`src/alsu_pkg.sv`:
```
// alsu_pkg: codes, widths, flag positions and timing of the unit.
// assumes: shared by the top module and its two helper modules.
package alsu_pkg;

  // ********************************************************
  // widths
  // ********************************************************
  localparam int unsigned BYTE_W = 8;
  localparam int unsigned WORD_W = 16;

  // ********************************************************
  // flag positions
  // ********************************************************
  localparam int unsigned FLG_C = 0;
  localparam int unsigned FLG_V = 1;
  localparam int unsigned FLG_Z = 2;
  localparam int unsigned FLG_N = 3;
  localparam logic [3:0] FLAGS_RST = 4'h0;

  // ********************************************************
  // divider timing: one quotient bit per cycle
  // ********************************************************
  localparam int unsigned DIV_STEPS = 8;

  // ********************************************************
  // operation codes
  // ********************************************************
  typedef enum logic [4:0] {
    OP_ADD                          = 5'h00,
    OP_SUB                          = 5'h01,
    OP_ADD_WITH_CARRY               = 5'h02,
    OP_SUBTRACT_WITH_BORROW         = 5'h03,
    OP_PLUS_ONE_BYTE                = 5'h04,
    OP_MINUS_ONE_BYTE               = 5'h05,
    OP_WORD_SMALL_IMMEDIATE_ADD     = 5'h06,
    OP_WORD_SMALL_IMMEDIATE_SUBTRACT = 5'h07,
    OP_DECIMAL_FIX_AFTER_ADD        = 5'h08,
    OP_DECIMAL_FIX_AFTER_SUBTRACT   = 5'h09,
    OP_UNSIGNED_MULTIPLY            = 5'h0a,
    OP_UNSIGNED_DIVIDE              = 5'h0b,
    OP_COMPARE                      = 5'h0c,
    OP_NEGATE                       = 5'h0d,
    OP_AND                          = 5'h0e,
    OP_OR                           = 5'h0f,
    OP_XOR                          = 5'h10,
    OP_NOT                          = 5'h11,
    OP_ARITH_LEFT_SHIFT             = 5'h12,
    OP_ARITH_RIGHT_SHIFT            = 5'h13,
    OP_LOGICAL_LEFT_SHIFT           = 5'h14,
    OP_LOGICAL_RIGHT_SHIFT          = 5'h15,
    OP_CIRCULAR_LEFT                = 5'h16,
    OP_CIRCULAR_RIGHT               = 5'h17,
    OP_CARRY_CIRCULAR_LEFT          = 5'h18,
    OP_CARRY_CIRCULAR_RIGHT         = 5'h19
  } alsu_op_t;

  // ********************************************************
  // unit states, one-hot
  // ********************************************************
  typedef enum logic [1:0] {
    ST_IDLE = 2'h1,
    ST_DIV  = 2'h2
  } alsu_state_t;

endpackage : alsu_pkg

```
`src/alsu_addsub.sv`:
```
// alsu_addsub: adder with carry in, invert and byte/word flags.
// assumes: combinational, used for every sum except the decimal fix and the divider steps.
`timescale 1ns/1ps
`default_nettype none
module alsu_addsub
  import alsu_pkg::*;
(
  // operands
  input  wire logic [WORD_W-1:0] a_in,
  input  wire logic [WORD_W-1:0] b_in,
  input  wire logic              sub_in,
  input  wire logic              cin_in,
  input  wire logic              word_in,
  // result
  output logic      [WORD_W-1:0] sum_out,
  output logic      [3:0]        flags_out
);
  logic [WORD_W-1:0] b_x;
  logic [WORD_W:0]   full;
  logic [BYTE_W:0]   low;
  logic              cin_x;

  always_comb begin
    b_x   = sub_in ? ~b_in : b_in;
    cin_x = sub_in ? ~cin_in : cin_in;
    full  = {1'b0, a_in} + {1'b0, b_x} + {{WORD_W{1'b0}}, cin_x};
    low   = {1'b0, a_in[BYTE_W-1:0]} + {1'b0, b_x[BYTE_W-1:0]}
          + {{BYTE_W{1'b0}}, cin_x};
    sum_out = full[WORD_W-1:0];
    flags_out = 4'h0;
    if (word_in) begin
      flags_out[FLG_C] = full[WORD_W] ^ sub_in;
      flags_out[FLG_V] = (a_in[WORD_W-1] == b_x[WORD_W-1])
                       && (full[WORD_W-1] != a_in[WORD_W-1]);
      flags_out[FLG_Z] = (full[WORD_W-1:0] == 16'h0000);
      flags_out[FLG_N] = full[WORD_W-1];
    end else begin
      flags_out[FLG_C] = low[BYTE_W] ^ sub_in;
      flags_out[FLG_V] = (a_in[BYTE_W-1] == b_x[BYTE_W-1])
                       && (low[BYTE_W-1] != a_in[BYTE_W-1]);
      flags_out[FLG_Z] = (low[BYTE_W-1:0] == 8'h00);
      flags_out[FLG_N] = low[BYTE_W-1];
    end
  end
endmodule : alsu_addsub
`default_nettype wire

```
`src/alsu_shifter.sv`:
```
// alsu_shifter: one-bit byte shifts and rotates with carry out.
// assumes: combinational; op_in picks a shift code.
`timescale 1ns/1ps
`default_nettype none
module alsu_shifter
  import alsu_pkg::*;
(
  // operand
  input  wire logic [BYTE_W-1:0] d_in,
  input  wire logic              cin_in,
  input  wire alsu_op_t          op_in,
  // result
  output logic      [BYTE_W-1:0] q_out,
  output logic                   cout_out
);
  always_comb begin
    case (op_in)
      OP_ARITH_LEFT_SHIFT, OP_LOGICAL_LEFT_SHIFT: begin
        q_out    = {d_in[6:0], 1'b0};
        cout_out = d_in[7];
      end
      OP_ARITH_RIGHT_SHIFT: begin
        q_out    = {d_in[7], d_in[7:1]};
        cout_out = d_in[0];
      end
      OP_LOGICAL_RIGHT_SHIFT: begin
        q_out    = {1'b0, d_in[7:1]};
        cout_out = d_in[0];
      end
      OP_CIRCULAR_LEFT: begin
        q_out    = {d_in[6:0], d_in[7]};
        cout_out = d_in[7];
      end
      OP_CIRCULAR_RIGHT: begin
        q_out    = {d_in[0], d_in[7:1]};
        cout_out = d_in[0];
      end
      OP_CARRY_CIRCULAR_LEFT: begin
        q_out    = {d_in[6:0], cin_in};
        cout_out = d_in[7];
      end
      OP_CARRY_CIRCULAR_RIGHT: begin
        q_out    = {cin_in, d_in[7:1]};
        cout_out = d_in[0];
      end
      default: begin
        q_out    = d_in;
        cout_out = 1'b0;
      end
    endcase
  end
endmodule : alsu_shifter
`default_nettype wire

```
`src/alsu_unit.sv`:
```
// alsu_unit: arithmetic, logic and shift execution unit of the cpu core.
// assumes: decoder sends one-cycle start pulses on mclk_in;
// register file takes the result on done_out.
//
// Function
// - add and subtract on byte or word registers; add also takes an immediate
// - word add or subtract only with both operands from registers
// - carry add and borrow subtract: bytes only, carry included, register or immediate
// - plus one and minus one on a byte register, written back
// - word small immediate add or subtract accepts only one or two
// - decimal fix after add or subtract corrects a byte using the flags
// - unsigned multiply of two bytes gives a 16-bit product
// - unsigned divide 16 by 8 gives quotient and remainder bytes
// - compare subtracts and updates flags only, operands unchanged
// - word compare only between registers; immediate only for bytes
// - negate replaces a byte with zero minus it
// - and, or, xor combine a byte with register or immediate byte
// - not inverts every bit of a byte register
// - arithmetic shifts by one bit; right shift keeps the sign
// - logical shifts by one bit, vacated bit filled with zero
// - plain rotates by one bit, out bit fed to the other end
// - carry rotates by one bit with carry as ninth bit
// - condition flags hold negative, zero, overflow and carry
`timescale 1ns/1ps
`default_nettype none
module alsu_unit
  import alsu_pkg::*;
(
  // clock, reset, enable
  input  wire logic              mclk_in,
  input  wire logic              rst_b_in,
  input  wire logic              ce_in,
  // request from decoder
  input  wire logic              start_in,
  input  wire alsu_op_t          op_in,
  input  wire logic              word_in,
  input  wire logic              imm_in,
  input  wire logic [WORD_W-1:0] dst_in,
  input  wire logic [WORD_W-1:0] src_in,
  // condition flags load from the cpu
  input  wire logic              flags_load_in,
  input  wire logic [3:0]        flags_load_val_in,
  // answer to register file
  output logic                   done_out,
  output logic                   busy_out,
  output logic                   write_out,
  output logic                   illegal_out,
  output logic      [WORD_W-1:0] result_out,
  output logic      [3:0]        flags_out
);

  // ********************************************************
  // state
  // ********************************************************
  typedef struct packed {
    alsu_state_t       st;
    logic [3:0]        cnt;
    logic [WORD_W-1:0] rem;
    logic [BYTE_W-1:0] dvs;
    logic [BYTE_W-1:0] quo;
    logic              done;
    logic              write;
    logic              illegal;
    logic [WORD_W-1:0] res;
    logic [3:0]        flags;
  } alsu_regs_t;

  alsu_regs_t r_q;
  alsu_regs_t r_d;

  // ********************************************************
  // shared adder and shifter
  // ********************************************************
  logic [WORD_W-1:0] add_a;
  logic [WORD_W-1:0] add_b;
  logic              add_sub;
  logic              add_cin;
  logic              add_word;
  logic [WORD_W-1:0] add_sum;
  logic [3:0]        add_flags;
  logic [BYTE_W-1:0] sh_q;
  logic              sh_cout;

  alsu_addsub u_addsub (
    .a_in      (add_a),
    .b_in      (add_b),
    .sub_in    (add_sub),
    .cin_in    (add_cin),
    .word_in   (add_word),
    .sum_out   (add_sum),
    .flags_out (add_flags)
  );

  alsu_shifter u_shifter (
    .d_in     (dst_in[BYTE_W-1:0]),
    .cin_in   (r_q.flags[FLG_C]),
    .op_in    (op_in),
    .q_out    (sh_q),
    .cout_out (sh_cout)
  );

  // ********************************************************
  // operation logic
  // ********************************************************
  logic [BYTE_W-1:0] b8;
  logic [BYTE_W-1:0] lg;
  logic [BYTE_W-1:0] fix;
  logic              fix_c;
  logic [WORD_W:0]   trial;
  logic [WORD_W-1:0] prod;

  always_comb begin
    r_d      = r_q;
    b8       = src_in[BYTE_W-1:0];
    lg       = 8'h00;
    fix      = 8'h00;
    fix_c    = 1'b0;
    trial    = {(WORD_W+1){1'b0}};
    prod     = {8'h00, dst_in[BYTE_W-1:0]} * {8'h00, src_in[BYTE_W-1:0]};
    add_a    = dst_in;
    add_b    = src_in;
    add_sub  = 1'b0;
    add_cin  = 1'b0;
    add_word = 1'b0;
    r_d.done = 1'b0;
    r_d.write = 1'b0;
    r_d.illegal = 1'b0;
    case (op_in)
      OP_SUB, OP_SUBTRACT_WITH_BORROW, OP_MINUS_ONE_BYTE,
      OP_WORD_SMALL_IMMEDIATE_SUBTRACT, OP_COMPARE, OP_NEGATE: add_sub = 1'b1;
      default: add_sub = 1'b0;
    endcase
    case (op_in)
      OP_ADD, OP_SUB, OP_COMPARE: add_word = word_in;
      OP_WORD_SMALL_IMMEDIATE_ADD, OP_WORD_SMALL_IMMEDIATE_SUBTRACT: add_word = 1'b1;
      default: add_word = 1'b0;
    endcase
    case (op_in)
      OP_ADD_WITH_CARRY, OP_SUBTRACT_WITH_BORROW: add_cin = r_q.flags[FLG_C];
      default: add_cin = 1'b0;
    endcase
    case (op_in)
      OP_PLUS_ONE_BYTE, OP_MINUS_ONE_BYTE: add_b = 16'h0001;
      OP_NEGATE: begin
        add_a = 16'h0000;
        add_b = dst_in;
      end
      default: add_b = src_in;
    endcase
    if (r_q.st == ST_DIV) begin
      trial = {r_q.rem, 1'b0} - {1'b0, r_q.dvs, 8'h00};
    end
    case (r_q.st)
      ST_IDLE: begin
        if (start_in) begin
          r_d.done    = 1'b1;
          r_d.write   = 1'b1;
          r_d.illegal = 1'b0;
          r_d.res     = {8'h00, add_sum[BYTE_W-1:0]};
          case (op_in)
            OP_ADD, OP_SUB: begin
              if ((op_in == OP_SUB || word_in) && imm_in) begin
                r_d.illegal = 1'b1;
                r_d.write   = 1'b0;
              end else begin
                r_d.res   = word_in ? add_sum : {dst_in[15:8], add_sum[7:0]};
                r_d.flags = add_flags;
              end
            end
            OP_ADD_WITH_CARRY, OP_SUBTRACT_WITH_BORROW, OP_PLUS_ONE_BYTE,
            OP_MINUS_ONE_BYTE, OP_NEGATE: begin
              r_d.res   = {dst_in[15:8], add_sum[7:0]};
              r_d.flags = add_flags;
              if (op_in == OP_ADD_WITH_CARRY || op_in == OP_SUBTRACT_WITH_BORROW) begin
                r_d.flags[FLG_Z] = add_flags[FLG_Z] & r_q.flags[FLG_Z];
              end
              if (op_in == OP_PLUS_ONE_BYTE || op_in == OP_MINUS_ONE_BYTE) begin
                r_d.flags[FLG_C] = r_q.flags[FLG_C];
              end
            end
            OP_WORD_SMALL_IMMEDIATE_ADD, OP_WORD_SMALL_IMMEDIATE_SUBTRACT: begin
              if (src_in == 16'h0001 || src_in == 16'h0002) begin
                r_d.res = add_sum;
              end else begin
                r_d.illegal = 1'b1;
                r_d.write   = 1'b0;
              end
            end
            OP_DECIMAL_FIX_AFTER_ADD, OP_DECIMAL_FIX_AFTER_SUBTRACT: begin
              fix_c = r_q.flags[FLG_C] || (op_in == OP_DECIMAL_FIX_AFTER_ADD
                      && dst_in[7:0] > 8'h99);
              if (fix_c) begin
                fix[7:4] = 4'h6;
              end
              if (dst_in[3:0] > 4'h9 && op_in == OP_DECIMAL_FIX_AFTER_ADD) begin
                fix[3:0] = 4'h6;
              end
              if (op_in == OP_DECIMAL_FIX_AFTER_ADD) begin
                lg = dst_in[7:0] + fix;
              end else begin
                lg = dst_in[7:0] - fix;
              end
              r_d.res          = {dst_in[15:8], lg};
              r_d.flags[FLG_C] = fix_c;
              r_d.flags[FLG_N] = lg[7];
              r_d.flags[FLG_Z] = (lg == 8'h00);
            end
            OP_UNSIGNED_MULTIPLY: begin
              r_d.res = prod;
            end
            OP_UNSIGNED_DIVIDE: begin
              r_d.done  = 1'b0;
              r_d.write = 1'b0;
              r_d.st    = ST_DIV;
              r_d.cnt   = 4'(DIV_STEPS);
              r_d.rem   = dst_in;
              r_d.dvs   = b8;
              r_d.quo   = 8'h00;
            end
            OP_COMPARE: begin
              r_d.write = 1'b0;
              if (word_in && imm_in) begin
                r_d.illegal = 1'b1;
              end else begin
                r_d.flags = add_flags;
              end
            end
            OP_AND, OP_OR, OP_XOR, OP_NOT: begin
              case (op_in)
                OP_AND:  lg = dst_in[7:0] & b8;
                OP_OR:   lg = dst_in[7:0] | b8;
                OP_XOR:  lg = dst_in[7:0] ^ b8;
                default: lg = ~dst_in[7:0];
              endcase
              r_d.res          = {dst_in[15:8], lg};
              r_d.flags[FLG_V] = 1'b0;
              r_d.flags[FLG_N] = lg[7];
              r_d.flags[FLG_Z] = (lg == 8'h00);
            end
            OP_ARITH_LEFT_SHIFT, OP_ARITH_RIGHT_SHIFT, OP_LOGICAL_LEFT_SHIFT,
            OP_LOGICAL_RIGHT_SHIFT, OP_CIRCULAR_LEFT, OP_CIRCULAR_RIGHT,
            OP_CARRY_CIRCULAR_LEFT, OP_CARRY_CIRCULAR_RIGHT: begin
              r_d.res          = {dst_in[15:8], sh_q};
              r_d.flags[FLG_C] = sh_cout;
              r_d.flags[FLG_V] = 1'b0;
              r_d.flags[FLG_N] = sh_q[7];
              r_d.flags[FLG_Z] = (sh_q == 8'h00);
            end
            default: begin
              r_d.illegal = 1'b1;
              r_d.write   = 1'b0;
            end
          endcase
        end else if (flags_load_in) begin
          r_d.flags = flags_load_val_in;
        end
      end
      ST_DIV: begin
        if (!trial[WORD_W]) begin
          r_d.rem = trial[WORD_W-1:0];
        end else begin
          r_d.rem = {r_q.rem[WORD_W-2:0], 1'b0};
        end
        r_d.quo = {r_q.quo[6:0], ~trial[WORD_W]};
        r_d.cnt = r_q.cnt - 4'h1;
        if (r_q.cnt == 4'h1) begin
          r_d.st           = ST_IDLE;
          r_d.done         = 1'b1;
          r_d.write        = (r_q.dvs != 8'h00);
          r_d.res          = {r_d.rem[15:8], r_d.quo};
          r_d.flags[FLG_Z] = (r_q.dvs == 8'h00);
          r_d.flags[FLG_N] = r_d.quo[7];
        end
      end
      default: r_d.st = ST_IDLE;
    endcase
  end

  // ********************************************************
  // registers
  // ********************************************************
  always_ff @(posedge mclk_in or negedge rst_b_in) begin
    if (!rst_b_in) begin
      r_q       <= '0;
      r_q.st    <= ST_IDLE;
      r_q.flags <= FLAGS_RST;
    end else if (ce_in) begin
      r_q <= r_d;
    end
  end

  always_comb begin
    done_out    = r_q.done;
    busy_out    = r_q.st[1];
    write_out   = r_q.write;
    illegal_out = r_q.illegal;
    result_out  = r_q.res;
    flags_out   = r_q.flags;
  end

endmodule : alsu_unit
`default_nettype wire

```
`config.mk`:
```
export PLATFORM = sky130hd
export DESIGN_NAME = alsu_unit
export DESIGN_NICKNAME = d
export VERILOG_FILES = /design/src/alsu_pkg.sv /design/src/alsu_addsub.sv /design/src/alsu_shifter.sv /design/src/alsu_unit.sv
export SDC_FILE = /design/constraint.sdc
export NUM_CORES = 1
export LEC_CHECK = 0
export BUFFER_PORTS_ARGS = -buffer_cell sky130_fd_sc_hd__buf_2
export CAP_MARGIN = 20
export CORE_MARGIN = 1.5
export CORE_UTILIZATION = 35
export CTS_CLUSTER_SIZE = 16
export DETAILED_ROUTE_END_ITERATION = 10
export PLACE_DENSITY = 0.52
export SETUP_SLACK_MARGIN = 0.15
export SLEW_MARGIN = 20
export SYNTH_ARGS = -nofsm -noshare
export SYNTH_HDL_FRONTEND = slang
export SYNTH_SLANG_ARGS = --single-unit
export TNS_END_PERCENT = 20
```
`constraint.sdc`:
```
create_clock -name mclk_in -period 4.16 [get_ports mclk_in]
set_input_delay 0.832 -clock mclk_in [delete_from_list [all_inputs] [get_ports mclk_in]]
set_output_delay 0.832 -clock mclk_in [all_outputs]
set_load 0.05 [all_outputs]
```
Yosys cells after proc, flatten, opt, wreduce, memory -nomap -nowiden:

Cells that the tools add are included.

* register bits after elaboration: 60
* output and inout bits: 24
* logic and storage cells: 178
* input bits: 48

* add/sub/neg operators: 8
* bitwise operators: 10
* muxes and demuxes: 55
* equal/unequal tests: 46
* reductions and logical operators: 44
* $lt $le $gt $ge: 2
* $mul: 1

Operator list (number)
* $pmux 16 s7: 1
* $mux 16: 5
* $mux 57: 1
* $mux 8: 7
* $pmux 8 s7: 1
* $eq 5x5->1 const B: 10
* $eq 5x4->1 const B: 8
* $logic_not 8->1: 5
* $mux 4: 10
* $pmux 20 s2: 1
* $mux 39: 1
* $pmux 18 s2: 1
* $pmux 16 s2: 1
* $pmux 8 s3: 1
* $reduce_or 21->1: 1
* $eq 5x3->1 const B: 4
* $mux 20: 1
* $reduce_or 20->1: 1
* $mux 18: 1
* $pmux 9 s2: 1
* $add 16x16->17: 1
* $add 17x1->17: 1
* $mux 17: 1
* $sub 17x16->17: 1
* 57 further kinds: 100

Logic depth before layout (Yosys ltp):

* word-level depth: 16
* gate-level depth with buffers: 20
* mapped depth without buffers: 19

Hierarchy:

From an unflattened synthesis, not the netlist that was laid out.

* cell total of the unflattened synthesis: 1135
* area total of the unflattened synthesis: 9103.7 um^2

Modules (own cells, without submodules)
* alsu_unit: sequential area each 1502.7 um^2, cells each 938, area an instance 7607.3 um^2, instances 1
* alsu_addsub: sequential area each 0.0 um^2, cells each 157, area an instance 1202.4 um^2, instances 1
* alsu_shifter: sequential area each 0.0 um^2, cells each 40, area an instance 294.0 um^2, instances 1

Worst setup path before layout:

Ideal clock, no wire load.

* kind: in2reg
* from: input dst_in[2]
* to: register r_q (netlist bit result_out[13])
* setup slack: -1.143 ns
* arrival: 5.161 ns
* required time: 4.018 ns
* stages on the path: 18
* setup time: 0.142 ns
* buffers on the path: 1
* cells stage by stage: clkbuf_1 -> clkinv_1 -> nor2_1 -> fa_1 -> fa_1 -> fa_1 -> inv_1 -> fa_1 -> inv_1 -> ha_1 -> or3_1 -> o21bai_1 -> a211o_1 -> a21oi_1 -> xor2_1 -> o21ai_0 -> o21ai_0 -> a31oi_1

* longest elaborated chain between the ends: 10
* elaborated cells between the ends (all ways): 13
* those cells by class: add/sub (2); mul (1); mux (9); bitwise (1)

Ends and longest elaborated chain
* start, declared: line alsu_unit.sv:38 `input wire logic [WORD_W-1:0] dst_in,`
* $pmux 16 s2: line alsu_unit.sv:142 `case (op_in)`
* $not 16->16: line alsu_addsub.sv:24 `b_x = sub_in ? ~b_in : b_in;`
* $mux 16: line alsu_addsub.sv:24
* $add 16x16->17: line alsu_addsub.sv:26 `full = {1'b0, a_in} + {1'b0, b_x} + {{WORD_W{1'b0}}, cin_x};`
* $add 17x1->17: line alsu_addsub.sv:26
* $mux 16: line alsu_unit.sv:166 `r_d.res = word_in ? add_sum : {dst_in[15:8], add_sum[7:0]};`
* $mux 20: line alsu_unit.sv:162 `if ((op_in == OP_SUB || word_in) && imm_in) begin`
* $pmux 16 s7 *: line alsu_unit.sv:160 `case (op_in)`
* $mux 57 *: line alsu_unit.sv:155 `if (start_in) begin`
* $pmux 18 s2 *: line alsu_unit.sv:153 `case (r_q.st)`
* end signal, assigned: line alsu_unit.sv:288 `r_q <= r_d;`
* end, declared: line alsu_unit.sv:68 `alsu_regs_t r_q;`

Every way passes the cells marked *; elsewhere a longest branch is shown, timed or not. The select of a mux whose other input is x is not followed.
A chain may end at the register's enable or synchronous reset.

Final worst setup path:

* from: input src_in[5]
* to: register r_q (netlist bit result_out[15])

* longest elaborated chain between the ends: 10
* elaborated cells between the ends (all ways): 15
* those cells by class: add/sub (2); mul (1); eq/ne (2); mux (8); bitwise (1); reduce/logical (1)

Ends and longest elaborated chain
* start, declared: line alsu_unit.sv:39 `input wire logic [WORD_W-1:0] src_in,`
* $pmux 16 s2: line alsu_unit.sv:142
* $not 16->16: line alsu_addsub.sv:24
* $mux 16: line alsu_addsub.sv:24
* $add 16x16->17: line alsu_addsub.sv:26
* $add 17x1->17: line alsu_addsub.sv:26
* $mux 16: line alsu_unit.sv:166
* $mux 20: line alsu_unit.sv:162
* $pmux 16 s7 *: line alsu_unit.sv:160
* $mux 57 *: line alsu_unit.sv:155
* $pmux 18 s2 *: line alsu_unit.sv:153

Marks and branches as above.

==> metrics <==
outcome=finished, violations left; failing checks=negative setup slack; depth of the CTS H-tree=3; port buffer count=71; leakage power=5.42 nW; mux cell area share after synthesis=0.0271; initial drt markers=between 600 and 700; most common cell after layout, fill and taps aside=buf_4; largest area contributor in the netlist=dfrtp_1; dpl hpwl=approximately 26000 µm; max_slew headroom=0.486; global-route wire length before repair=50500 µm; Sink Count=60; number of synthesized flops with an enable pin=0; CTS Buffer Depth=2; design area=11500 µm²; TritonCTS clock tree=built; Mapped Avg Cell Area=~7.6 µm²; largest family of logic cells by synthesized area=compound AO/OA/AOI/OAI gates; Synth Area in Compound Gates=0.229; warnings from Yosys=0; hold_buf cts=0; pin count of the biggest net entering global routing=37; placed inst area=roughly 11000 µm²; Die ar.=approximately 26000 µm²; GP Congestion=approximately 0.95; placed insts=approximately 1700; top-area cell type share of the netlist area=0.169; Post-route DRC=0; Tcrit/Tclk final=1.13; antenna violations before repair=1; DR pass1 iterations=5; worst skew pair latency=0.33 ns; XOR/XNOR share of the synthesized area=0.0521; Max Cap Viol=0; Area Growth Syn to Fin=32.4%; Top FF cell, synth=dfrtp_1; total track usage=0.251; Die W=161 µm; Worst Tran Pin Value=roughly 0.77 ns; maximum vdd drop=about 310 µV; commonest cells after routing, fill and taps aside=buf_4, nor2_1, nand2_1; skew final=0.00685 ns; layout cells sized above 1=0.287; Fillers=2494; routed vias=9145; worst hold path class=reg2reg; Final setup viols=10; worst-path maximum fanout=4; vias in the first global route=8989; final net count=1523; clock-pin slew on the worst setup and hold paths=approximately 0.060 ns; Post-synth ARST share=1.00; Synth Area in Adders=0.214; power per cell area=429 nW/µm²; Hold Violations, Final=0; n_diodes=0; Core ar.=24400 µm²; post-synthesis sequential area ratio=0.172; Power Total=4.95 mW; top cells by area, synth=dfrtp_1, ha_1, fa_1; routed vias/inst=5.45; Max Clk Rate=213 MHz; worst path arrival time=4.90 ns; DR WL/cell=19.1 µm; Routed WL=about 32000 µm; Cell variety after synth=between 70 and 80; #FFs+latches synth=60; Tmin final=about 4.7 ns; remaining global-route overflow=0; CTS root buf=clkbuf_16; Critical Setup Path Class=in2reg; Die H=161 µm; post-route setup slack=-0.525 ns; cell area after synthesis=8710 µm²; RSZ-0062 raised after global routing=yes; Slew Limit Fails=0; row count=57; post-route ant nets=0; CTS buffer count=9; crit start category=input port; final std cells w/o fill=approximately 1700; Starting Density=0.357; critical path data required time=~4.4 ns; Ports=72; CP endpoint kind=register; Simple-Gate Fraction of Synth Area=0.211; Mapped Cells=1144
area by class of cell:
class / count / area [µm²] / area share
multi-input cells: 891 / 6760 / 0.586
well taps: 324 / 405 / 0.0351
clock buffers: 9 / 225 / 0.0195
clock inverters: 7 / 125 / 0.0108
inverters: 116 / 529 / 0.0459
flip-flops and latches: 60 / 1500 / 0.130
repair buffers: 272 / 1990 / 0.172
worst max-delay path, cell delays in order:
cell      delay, ns
buf_4          0.14
inv_4          0.07
nor2_4         0.04
fa_1           0.54
inv_2          0.04
fa_1           0.49
inv_1          0.05
fa_1           0.47
inv_1          0.05
fa_1           0.47
inv_1          0.04
ha_2           0.16
or3_4          0.34
o21bai_4       0.18
a211o_1        0.28
nand2_1        0.09
a21oi_2        0.07
xnor2_2        0.16
a222oi_1       0.30
o21ai_1        0.09
worst paths after layout:
path / slack [ns] / endpoint / start / cells past startpoint
worst max-delay path: -0.53 / result_out[15] / src_in[5] / 20
worst min-delay path: 0.48 / r_q[39] / r_q[39] / 2
worst max register to register: 0.62 / result_out[12] / flags_out[0] / 15
worst min register to register: 0.48 / r_q[39] / r_q[39] / 2
max in group asynchronous: 2.70 / result_out[2] / rst_b_in / 2
min in group asynchronous: 0.57 / done_out / rst_b_in / 1
power by group:
part / switching, mW / total [mW] / internal (mW)
Combinational: 1.82 / 3.20 / 1.38
Sequential: 0.127 / 0.879 / 0.752
Clock: 0.286 / 0.874 / 0.589
Total: 2.23 / 4.95 / 2.72
stage by stage:
step           TNS (ns)   util  setup WS (ns)  hold slack (ns)
2_1_floorplan     -5.69      -         -0.736            0.439
3_3_place_gp     -12.19  0.438          -1.04            0.458
3_5_place_dp     -12.97  0.438          -1.08            0.464
4_1_cts           -4.01  0.470         -0.533            0.476
5_1_grt           -6.35  0.473         -0.727            0.506
6_report          -4.02  0.473         -0.525            0.485
routing by layer:
metal,share of wire,up-vias,GRT usage
met2,0.47,299,0.424
li1,-,4434,-
met3,0.055,57,0.0287
met1,0.44,4355,0.335
met4,0.028,0,0.0787
met5,0,-,0
kinds of logic (layout without fill, tap and decap cells):
logic type,Yosys count,after routing
other,1,2
muxes,23,23
and+or+nand+nor,394,394
xor gates and xnor gates,51,51
AOI/OAI and AO/OA,296,296
DFF,60,60
adders and majority gates,125,125
buffers and inverters,194,404
synth_stat cells (all sizes together), types with 12 or more instances:
library cell,n
o21ai,65
a221oi,20
and3,24
o21a,16
dfrtp,59
nor2,128
ha,85
buf,33
nand3,30
and2,15
xor2,12
nor3,34
a21oi,69
inv,107
mux2i,18
fa,40
clkbuf,45
nand2,101
xnor2,39
state kept, by name, indices dropped and copies added (netlist names):
name / flops
flags_out: 4
r_q: 36
illegal_out: 1
result_out: 16
write_out: 1
busy_out: 1
done_out: 1
timing repair:
action,CTS,global route
buffers inserted,7,0
setup endpoints to repair,15,16
pin swaps,43,15
resized for setup,105,25
Note: power is estimated with default switching activity, not from simulation.
